===== config.mk =====
export PLATFORM = sky130hd
export DESIGN_NAME = adc_error_threshold_status
export DESIGN_NICKNAME = d
export VERILOG_FILES = /design/src/design/adc_compute_pkg.sv /design/src/design/adc_error_threshold_status.sv
export SDC_FILE = /design/constraint.sdc
export NUM_CORES = 1
export LEC_CHECK = 0
export ABC_AREA = 1
export BUFFER_PORTS_ARGS = -buffer_cell sky130_fd_sc_hd__buf_2
export CAP_MARGIN = 15
export CORE_MARGIN = 2
export CORE_UTILIZATION = 40
export CTS_CLUSTER_SIZE = 16
export DETAILED_ROUTE_END_ITERATION = 16
export PLACE_DENSITY_LB_ADDON = 0.1
export SYNTH_ARGS = -nofsm -noshare
export SYNTH_HDL_FRONTEND = slang
export SYNTH_SLANG_ARGS = --single-unit

===== constraint.sdc =====
create_clock -name sys_clk_i -period 11.8 [get_ports sys_clk_i]
set_input_delay 1.77 -clock sys_clk_i [delete_from_list [all_inputs] [get_ports sys_clk_i]]
set_output_delay 1.77 -clock sys_clk_i [all_outputs]
set_load 0.01 [all_outputs]

===== src/design/adc_compute_pkg.sv =====
// Purpose: Shared constants and types for the converter computation block
// Assumes: 8-bit register port, 16-bit signed deviation arithmetic
// Notes:   Offsets are byte addresses on the plain register port
package adc_compute_pkg;

  // ***********************************************
  // Register map
  // ***********************************************
  localparam logic [11:0] ctrl3_offset  = 12'h114;
  localparam logic [11:0] status_offset = 12'h115;
  localparam logic [11:0] ref_offset    = 12'h116;
  localparam int          addr_width    = 12;
  localparam int          data_width    = 8;

  // ***********************************************
  // Field positions and reset values
  // ***********************************************
  localparam int formula_lsb  = 4;
  localparam int halt_bit     = 3;
  localparam int wrap_bit     = 7;
  localparam int above_bit    = 6;
  localparam int below_bit    = 5;
  localparam int updated_bit  = 4;
  localparam int lower_ref_bit = 4;
  localparam logic [7:0] reg_reset_value = 8'h00;

  // ***********************************************
  // Encodings
  // ***********************************************
  localparam logic [2:0] error_formula_select_delta      = 3'h0;
  localparam logic [2:0] error_formula_select_setpoint   = 3'h1;
  localparam logic [2:0] error_formula_select_filter     = 3'h2;
  localparam logic [2:0] error_formula_select_prev_filt  = 3'h4;
  localparam logic [2:0] error_formula_select_filt_setpt = 3'h5;

  localparam logic [2:0] thr_never      = 3'h0;
  localparam logic [2:0] thr_below      = 3'h1;
  localparam logic [2:0] thr_not_below  = 3'h2;
  localparam logic [2:0] thr_inside     = 3'h3;
  localparam logic [2:0] thr_outside    = 3'h4;
  localparam logic [2:0] thr_not_above  = 3'h5;
  localparam logic [2:0] thr_above      = 3'h6;
  localparam logic [2:0] thr_always     = 3'h7;

  localparam logic [1:0] upper_ref_supply   = 2'h0;
  localparam logic [1:0] upper_ref_external = 2'h2;
  localparam logic [1:0] upper_ref_fixed    = 2'h3;

  // Stage codes reported in the status low field
  localparam logic [2:0] stage_idle   = 3'h0;
  localparam logic [2:0] stage_pre1   = 3'h1;
  localparam logic [2:0] stage_acq1   = 3'h2;
  localparam logic [2:0] stage_conv1  = 3'h3;
  localparam logic [2:0] stage_unused = 3'h4;
  localparam logic [2:0] stage_pre2   = 3'h5;
  localparam logic [2:0] stage_acq2   = 3'h6;
  localparam logic [2:0] stage_conv2  = 3'h7;

  // Data from the surrounding converter
  typedef struct packed {
    logic [15:0] result;
    logic [15:0] setpoint;
    logic [15:0] filtered;
    logic [15:0] upper;
    logic [15:0] lower;
  } compute_data_type;

  // Software register port request
  typedef struct packed {
    logic [11:0] addr;
    logic [7:0]  wdata;
    logic        wr;
    logic        rd;
  } reg_req_type;

  // Reference routing outputs
  typedef struct packed {
    logic       lower_external;
    logic [1:0] upper_source;
  } ref_route_type;

endpackage


===== src/design/adc_error_threshold_status.sv =====
// Purpose: Deviation computation, threshold test and status for the converter
// Assumes: Sequencer supplies stage strobes; conversion data are signed 16 bit
// Notes:   One clock, synchronous active-high reset, plain register port
//          Stage code is trusted only when the sequencer shares this clock
//
// Operation
// - Formula select in control bits 6:4
// - Code 000: result minus previous
// - Code 001: deviation against setpoint
// - Code 010: deviation against filtered value
// - Code 100: previous minus filtered
// - Code 101: filtered minus setpoint
// - Double-sample difference equals second minus first
// - Halt run bit on threshold hit
// - Without halt, software stops retriggering
// - Select 111 always, 000 never interrupts
// - 110 above upper, 101 not above
// - 100 outside limits, 011 inside
// - 010 not below, 001 below lower
// - Wrap flag shows accumulator or deviation overflow
// - Above-upper flag in status bit 6
// - Below-lower flag in status bit 5
// - Updated flag set on computation updates
// - Stage code reports converter cycle phase
// - Lower reference select routes negative reference
// - Upper reference select chooses positive source
// - Double-sample makes two conversions per trigger
// - Repeat-trigger retriggers run bit after completion
// - Previous register loaded at conversion start
`timescale 1ns/1ns

module adc_error_threshold_status
  import adc_compute_pkg::*;
#(
  parameter int data_bits = 16
)
(
  input  wire logic                              sys_clk_i,
  input  wire logic                              reset_i,
  input  wire adc_compute_pkg::reg_req_type      reg_req_i,
  output logic [7:0]                             reg_rdata_o,
  input  wire adc_compute_pkg::compute_data_type data_i,
  input  wire logic                              double_sample_enable_i,
  input  wire logic                              previous_source_select_i,
  input  wire logic                              repeat_trigger_i,
  input  wire logic                              run_set_i,
  input  wire logic                              run_clear_i,
  input  wire logic                              conv_start_i,
  input  wire logic                              conv_done_i,
  input  wire logic                              trigger_done_i,
  input  wire logic                              acc_overflow_i,
  input  wire logic                              acc_update_i,
  input  wire logic [2:0]                        stage_i,
  output logic                                   run_o,
  output logic                                   threshold_irq_o,
  output logic [15:0]                            deviation_o,
  output logic [15:0]                            previous_result_o,
  output adc_compute_pkg::ref_route_type         ref_route_o
);

  // Arithmetic is fixed at 16 bits; data_bits must be 16
  if (data_bits != 16)
  begin : g_bad_width
    $error("adc_error_threshold_status: data_bits must be 16");
  end

  // Read-back views assume a byte-wide register port
  if (data_width != 8)
  begin : g_bad_port
    $error("adc_error_threshold_status: register port must be 8 bits");
  end

  // ***********************************************
  // Registers
  // ***********************************************
  logic [2:0]  error_formula_select_reg;
  logic        halt_on_interrupt_reg;
  logic [2:0]  threshold_irq_select_reg;
  logic        lower_reference_select_reg;
  logic [1:0]  upper_reference_select_reg;
  logic        deviation_wrap_reg;
  logic        above_upper_flag_reg;
  logic        below_lower_flag_reg;
  logic        computation_updated_flag_reg;
  logic [2:0]  stage_reg;
  logic [15:0] previous_result_reg;
  logic        second_pending_reg;
  logic        run_reg;
  logic        irq_reg;
  logic [15:0] deviation_reg;
  logic [7:0]  rdata_reg;

  logic signed [15:0] deviation_next;
  logic               deviation_wrap_next;
  logic               above_next;
  logic               below_next;
  logic               irq_hit;
  logic               ctrl3_wr;
  logic               status_wr;
  logic               ref_wr;
  logic               compute_strobe;

  assign ctrl3_wr  = reg_req_i.wr && (reg_req_i.addr == ctrl3_offset);
  assign status_wr = reg_req_i.wr && (reg_req_i.addr == status_offset);
  assign ref_wr    = reg_req_i.wr && (reg_req_i.addr == ref_offset);

  // Computation happens once the last conversion of a trigger is finished
  assign compute_strobe = conv_done_i && !(double_sample_enable_i && !second_pending_reg);

  // ***********************************************
  // Control register: formula, halt, threshold mode
  // ***********************************************
  always_ff @(posedge sys_clk_i)
  begin
    if (reset_i)
    begin
      error_formula_select_reg <= reg_reset_value[2:0];
      halt_on_interrupt_reg    <= 1'b0;
      threshold_irq_select_reg <= reg_reset_value[2:0];
    end
    else if (ctrl3_wr)
    begin
      error_formula_select_reg <= reg_req_i.wdata[formula_lsb +: 3];
      halt_on_interrupt_reg    <= reg_req_i.wdata[halt_bit];
      threshold_irq_select_reg <= reg_req_i.wdata[2:0];
    end
  end

  // ***********************************************
  // Reference select register
  // ***********************************************
  always_ff @(posedge sys_clk_i)
  begin
    if (reset_i)
    begin
      lower_reference_select_reg <= 1'b0;
      upper_reference_select_reg <= upper_ref_supply;
    end
    else if (ref_wr)
    begin
      lower_reference_select_reg <= reg_req_i.wdata[lower_ref_bit];
      upper_reference_select_reg <= reg_req_i.wdata[1:0];
    end
  end

  // Routing follows the register; reserved 01 is passed through untouched
  always_ff @(posedge sys_clk_i)
  begin
    if (reset_i)
      ref_route_o <= '0;
    else
    begin
      ref_route_o.lower_external <= lower_reference_select_reg;
      ref_route_o.upper_source   <= upper_reference_select_reg;
    end
  end

  // ***********************************************
  // Previous register and double-sample tracking
  // ***********************************************
  always_ff @(posedge sys_clk_i)
  begin
    if (reset_i)
    begin
      previous_result_reg <= '0;
      second_pending_reg  <= 1'b0;
    end
    else
    begin
      if (conv_start_i)
      begin
        // Copy made before the new result lands
        previous_result_reg <= previous_source_select_i ? data_i.filtered
                                                        : data_i.result;
      end
      // A filtered copy made at start gives way to the first sample
      if (conv_done_i && double_sample_enable_i)
      begin
        second_pending_reg <= !second_pending_reg;
        if (!second_pending_reg)
        begin
          // First conversion's data become the previous value
          previous_result_reg <= data_i.result;
        end
      end
      else if (!double_sample_enable_i)
        second_pending_reg <= 1'b0;
    end
  end

  // ***********************************************
  // Deviation formula
  // ***********************************************
  // Two guard bits keep each difference exact before the range test
  always_comb
  begin
    logic signed [17:0] wide;
    logic signed [17:0] res;
    logic signed [17:0] prv;
    logic signed [17:0] stp;
    logic signed [17:0] flt;
    wide = '0;
    res = 18'(signed'(data_i.result));
    prv = 18'(signed'(previous_result_reg));
    stp = 18'(signed'(data_i.setpoint));
    flt = 18'(signed'(data_i.filtered));
    case (error_formula_select_reg)
      error_formula_select_delta:
        wide = res - prv;
      error_formula_select_setpoint:
        wide = double_sample_enable_i ? (res - prv) - stp : res - stp;
      error_formula_select_filter:
        wide = double_sample_enable_i ? (res - prv) - flt : res - flt;
      error_formula_select_prev_filt:
        wide = prv - flt;
      error_formula_select_filt_setpt:
        wide = flt - stp;
      default:
        wide = '0; // Reserved codes give zero
    endcase
    deviation_next      = wide[15:0];
    // Overflow when the result does not fit 16 signed bits
    deviation_wrap_next = (wide[17:15] != {3{wide[15]}});
  end

  // ***********************************************
  // Threshold tests
  // ***********************************************
  // Inside excludes both limits, so equality never counts
  always_comb
  begin
    logic signed [15:0] dev;
    dev        = deviation_next[15:0];
    above_next = dev > signed'(data_i.upper);
    below_next = dev < signed'(data_i.lower);
    case (threshold_irq_select_reg)
      thr_never:     irq_hit = 1'b0;
      thr_below:     irq_hit = below_next;
      thr_not_below: irq_hit = !below_next;
      thr_inside:    irq_hit = !below_next && !above_next &&
                               (dev != signed'(data_i.lower)) &&
                               (dev != signed'(data_i.upper));
      thr_outside:   irq_hit = below_next || above_next;
      thr_not_above: irq_hit = !above_next;
      thr_above:     irq_hit = above_next;
      thr_always:    irq_hit = 1'b1;
      default:       irq_hit = 1'b0;
    endcase
  end

  // ***********************************************
  // Computation results and flags
  // ***********************************************
  always_ff @(posedge sys_clk_i)
  begin
    if (reset_i)
    begin
      deviation_reg        <= '0;
      deviation_wrap_reg   <= 1'b0;
      above_upper_flag_reg <= 1'b0;
      below_lower_flag_reg <= 1'b0;
      irq_reg              <= 1'b0;
    end
    else
    begin
      irq_reg <= compute_strobe && irq_hit; // One-cycle event
      if (compute_strobe)
      begin
        deviation_reg        <= deviation_next[15:0];
        deviation_wrap_reg   <= deviation_wrap_next;
        above_upper_flag_reg <= above_next;
        below_lower_flag_reg <= below_next;
      end
    end
  end

  // ***********************************************
  // Status flags and stage code
  // ***********************************************
  // Updated flag: hardware set beats a software clear in the same cycle
  always_ff @(posedge sys_clk_i)
  begin
    if (reset_i)
      computation_updated_flag_reg <= 1'b0;
    else if (compute_strobe || acc_update_i)
      computation_updated_flag_reg <= 1'b1;
    else if (status_wr && !reg_req_i.wdata[updated_bit])
      computation_updated_flag_reg <= 1'b0;
  end

  // Stage code; unused 100 is mapped to idle
  // Sequencer shares this clock; a faster converter clock needs a synchroniser
  always_ff @(posedge sys_clk_i)
  begin
    if (reset_i)
      stage_reg <= stage_idle;
    else if (stage_i == stage_unused)
      stage_reg <= stage_idle;
    else
      stage_reg <= stage_i;
  end

  // ***********************************************
  // Run bit control
  // ***********************************************
  // Halt needs the closing trigger and the computation in one cycle
  always_ff @(posedge sys_clk_i)
  begin
    if (reset_i)
      run_reg <= 1'b0;
    else if (run_clear_i)
      run_reg <= 1'b0;
    else if (run_set_i)
      run_reg <= 1'b1;
    else if (trigger_done_i && run_reg)
    begin
      if (!repeat_trigger_i)
        run_reg <= 1'b0;
      else if (halt_on_interrupt_reg && compute_strobe && irq_hit)
        run_reg <= 1'b0;
      else
        run_reg <= 1'b1;
    end
  end

  // ***********************************************
  // Read-back views of the three registers
  // ***********************************************
  logic [7:0] ctrl3_view;
  logic [7:0] status_view;
  logic [7:0] ref_view;

  // Bit 7 of the control register is unimplemented
  assign ctrl3_view  = {1'b0, error_formula_select_reg, halt_on_interrupt_reg,
                        threshold_irq_select_reg};
  // Wrap flag also shows a live accumulator overflow
  assign status_view = {deviation_wrap_reg | acc_overflow_i, above_upper_flag_reg,
                        below_lower_flag_reg, computation_updated_flag_reg, 1'b0,
                        stage_reg};
  assign ref_view    = {3'h0, lower_reference_select_reg, 2'h0,
                        upper_reference_select_reg};

  // ***********************************************
  // Read port: data in the cycle after the strobe
  // ***********************************************
  always_ff @(posedge sys_clk_i)
  begin
    if (reset_i)
      rdata_reg <= reg_reset_value;
    else if (reg_req_i.rd)
    begin
      case (reg_req_i.addr)
        ctrl3_offset:
          rdata_reg <= ctrl3_view;
        status_offset:
          rdata_reg <= status_view;
        ref_offset:
          rdata_reg <= ref_view;
        default:
          rdata_reg <= 8'h00; // Unmapped reads zero
      endcase
    end
    else
      rdata_reg <= 8'h00;
  end

  // Outputs straight from flip-flops
  assign reg_rdata_o       = rdata_reg;
  assign run_o             = run_reg;
  assign threshold_irq_o   = irq_reg;
  assign deviation_o       = deviation_reg;
  assign previous_result_o = previous_result_reg;

endmodule // adc_error_threshold_status


==> Implementation_results.wiki <==
{| class="wikitable"
! Metric !! Value
|-
| Critical path data required time || 12.07 ns
|-
| Number of placed I/O pins || 162
|-
| Final Cycle Share || about three fifths
|-
| Post-detail-place hpwl || 32,000 um
|-
| Highest-count cells in the layout ignoring fill and taps || sky130_fd_sc_hd__nand2_1 (433), sky130_fd_sc_hd__inv_1 (296), sky130_fd_sc_hd__a21oi_1 (162)
|-
| Max-slew violations || 0
|-
| First-pass GRT wire length || about 57,000 um
|-
| Die Ht || 165 um
|-
| Startpoint Class || input port
|-
| Post-synth top flop || sky130_fd_sc_hd__dfxtp_1
|-
| Core Rows || 58
|-
| Number of endpoints failing setup at the final stage || 0
|-
| DRC violation count after routing || 0
|-
| Static Leakage || approximately 6.6 nW
|-
| Cell count after synthesis || 1,749
|-
| Number of cells in the design after placement || 2,223
|-
| Clk buf depth || 2
|-
| Level count of the clock H-tree || 3
|-
| Asr flop ratio synth || 0%
|-
| Average wire per standard cell || 16.9 um
|-
| Clock transition at the registers of the reported paths || 0.06 ns
|-
| Worst-margin pin slew || between 0.7 and 0.8 ns
|-
| Number of global-route vias before repair || between 10k and 15k
|-
| Number of maximum-capacitance violations || 0
|-
| Hold buffer count at cts || 0
|-
| Total track usage || 27.5%
|-
| Time the final worst path needs with I/O delays and setup || 6.99 ns
|-
| Non-filler cells in the finished layout || approximately 2.2k
|-
| Path type of the worst min-delay path || reg -> reg
|-
| First drt pass iteration count || 5
|-
| # clock sinks || 63
|-
| Vias || 11.8k
|-
| Worst-skew pair later-pin latency || 0.34 ns
|-
| Number of DRC markers after the initial detailed-route iteration || just under 1k
|-
| Setup TNS || 0 ns
|-
| Placeable core area || 25,300 um^2
|-
| Horizontal extent of the die || 165 um
|-
| Post-CTS setup repair buffer count || 0
|-
| Area Overhead vs Synth || 14.2%
|-
| Fill cell total of the finished layout || roughly 2.8k
|-
| Maximum fanout count along the critical path || 5
|-
| Worst Skew || 0.00718 ns
|-
| Diode insertion count for antenna repair || 0
|-
| Achievable Freq || between 0.1 and 0.15 GHz
|-
| Final weighted congestion of routability-driven global placement || around 1
|-
| Crit path top cell by count || sky130_fd_sc_hd__nand2_1
|-
| Unrepaired setup endpoints after global routing || false
|-
| Power Dens Cells || 109 nW/um^2
|-
| Mapped cell area || 10,300 um^2
|-
| Proportion of layout cells with a drive suffix above 1 || 12.6%
|-
| Peak supply drop || 0.0000674 V
|-
| Critical path arrival || a little over 7 ns
|-
| Aggregate global routing overflow || 0
|-
| Port Buf Inserts || 160
|-
| Post-synth net total || ~2k
|-
| Detail-routed via count per cell || about 5.3
|-
| Synthesized area per cell || 5.91 um^2
|-
| Result of the run || finished clean
|-
| Post-synth EDFFs || 0
|-
| Cell class contributing the biggest share of worst-path delay || simple AND/OR/NAND/NOR gates
|-
| Warnings from Yosys || 0
|-
| Remaining antenna violation count || 0
|-
| Cts repair resizes || 0
|-
| Slowest library cell on the worst path || sky130_fd_sc_hd__ha_1
|-
| Sequential fraction of the synthesis area || 12.2%
|-
| Number of distinct standard cells referenced by the synthesized netlist || 57
|-
| CTS tree || done
|-
| Number of flip-flops and latches in the synthesized netlist || 63
|-
| Starting density of the core || 41.0%
|-
| Worst max-slew margin expressed relative to the limit || 50.4%
|-
| Flop2flop setup slack || 6.03 ns
|-
| Start-to-end type of the worst setup path || in -> reg
|-
| CP endpoint kind || flip-flop
|-
| CTS Root Cell || sky130_fd_sc_hd__clkbuf_16
|-
| Number of nets at the end of the flow || between 2k and 2.5k
|-
| Total detailed-routing wirelength || 37,900 um
|-
| Hold Violations, Final || 0
|-
| CTS buffer count || 9
|-
| Maximum number of pins on one net before global-route repair || 40
|-
| Area enclosed by the die boundary || 27,200 um^2
|-
| Maximum single-stage delay on the critical path || 0.40 ns
|-
| Leading cell type in the layout, fill and taps excluded || sky130_fd_sc_hd__nand2_1
|-
| Antenna violations before repair || 0
|-
| Buf+Inv Stages, Crit Path || 5
|}
==> report_power, final <==
| part | switching, W | internal (W) |
|---|---|---|
| Clock | 0.000118 | 0.000188 |
| Sequential | 0.00000844 | 0.000224 |
| Combinational | 0.000483 | 0.000266 |
==> Yosys cell counts (4+ instances only) <==
cell type | count | share of area [%]
sky130_fd_sc_hd__or2_2 | 11 | 0.67
sky130_fd_sc_hd__or2_1 | 4 | 0.24
sky130_fd_sc_hd__o21bai_1 | 14 | 1.0
sky130_fd_sc_hd__ha_1 | 146 | 18
sky130_fd_sc_hd__o21ai_2 | 4 | 0.34
sky130_fd_sc_hd__xor2_1 | 16 | 1.4
sky130_fd_sc_hd__a31o_2 | 4 | 0.34
sky130_fd_sc_hd__nand4_1 | 21 | 1.3
sky130_fd_sc_hd__clkbuf_1 | 15 | 0.54
sky130_fd_sc_hd__fa_1 | 7 | 1.4
sky130_fd_sc_hd__nor4_1 | 6 | 0.36
sky130_fd_sc_hd__o21ai_1 | 5 | 0.24
sky130_fd_sc_hd__dfxtp_1 | 63 | 12
sky130_fd_sc_hd__and2_1 | 11 | 0.67
sky130_fd_sc_hd__and3_1 | 5 | 0.30
sky130_fd_sc_hd__nand2_2 | 10 | 0.60
sky130_fd_sc_hd__a21oi_1 | 162 | 7.8
sky130_fd_sc_hd__inv_1 | 296 | 11
sky130_fd_sc_hd__nand3_2 | 6 | 0.58
sky130_fd_sc_hd__a211oi_1 | 8 | 0.58
sky130_fd_sc_hd__xnor2_1 | 6 | 0.51
sky130_fd_sc_hd__o211ai_1 | 6 | 0.44
sky130_fd_sc_hd__nand3_1 | 136 | 6.6
sky130_fd_sc_hd__a31oi_1 | 4 | 0.24
sky130_fd_sc_hd__a21o_1 | 16 | 1.2
sky130_fd_sc_hd__buf_2 | 5 | 0.24
sky130_fd_sc_hd__a21oi_2 | 7 | 0.59
sky130_fd_sc_hd__o22ai_1 | 23 | 1.4
sky130_fd_sc_hd__nand2_1 | 433 | 16
sky130_fd_sc_hd__nor2_1 | 149 | 5.4
sky130_fd_sc_hd__o21ai_0 | 88 | 4.3
sky130_fd_sc_hd__nor3_1 | 22 | 1.1
==> cell type report <==
| type | instances | area, um^2 | share of cell area, % |
|---|---|---|---|
| Timing Repair Buffer | 169 | 868 | 7.35 |
| Sequential cell | 63 | 1260 | 10.7 |
| Multi-Input combinational cell | 1362 | 7820 | 66.2 |
| Tap cell | 330 | 413 | 3.50 |
| Inverter | 299 | 1120 | 9.50 |
| Clock buffer | 9 | 225 | 1.91 |
| Clock inverter | 7 | 104 | 0.879 |
==> worst reg2reg max path: cells and delay by family, from the launching register on <==
family                     cells  cell delay [ns]
DFF                            1             0.39
AOI/OAI and AO/OA              9             1.89
and+or+nand+nor               17             1.50
xor gates and xnor gates       1             0.57
buffers and inverters          4             0.31
adders and majority gates      3             1.05
==> per-stage QoR <==
stage / utilization, % / setup slack [ns] / hold WS, ns / power [W] / instance area (um^2)
after global routing: 46.8 / 4.28 / 0.474 / 0.00140 / 11800
after detailed placement: 45.5 / 4.55 / 0.450 / 0.000974 / 11500
after floorplan: - / 5.90 / 0.417 / 0.000774 / 10300
final: 46.8 / 4.81 / 0.462 / 0.00129 / 11800
after CTS: 46.8 / 4.88 / 0.459 / 0.00128 / 11800
after global placement: 45.5 / 4.64 / 0.443 / 0.000965 / 11500
==> kinds of logic (layout without fill, tap and decap cells) <==
family	after synthesis	after routing	synth area share (%)
buf+inv	324	484	12.2
fa+ha+maj	153	153	19.0
flops	63	63	12.2
compound gates	361	361	20.2
simple gates	825	825	34.3
xor+xnor	23	23	2.02
==> worst paths after layout <==
kind                               end  cells after the start                                    start
max                 run_o$_SDFFE_PP0P_                     38                               data_i[64]
min          ref_route_o[2]$_SDFF_PP0_                      2  lower_reference_select_reg$_SDFFE_PP0P_
max reg2reg         run_o$_SDFFE_PP0P_                     34          previous_result_o[5]$_SDFF_PP0_
min reg2reg  ref_route_o[2]$_SDFF_PP0_                      2  lower_reference_select_reg$_SDFFE_PP0P_
==> metal layers <==
metal  track usage, %  part of all wire [%]
met2             43.3                    43
met5                0                     0
met3             3.69                   6.4
met4             8.66                   3.3
met1             38.7                    47
Power figures use the tool's default switching activity.
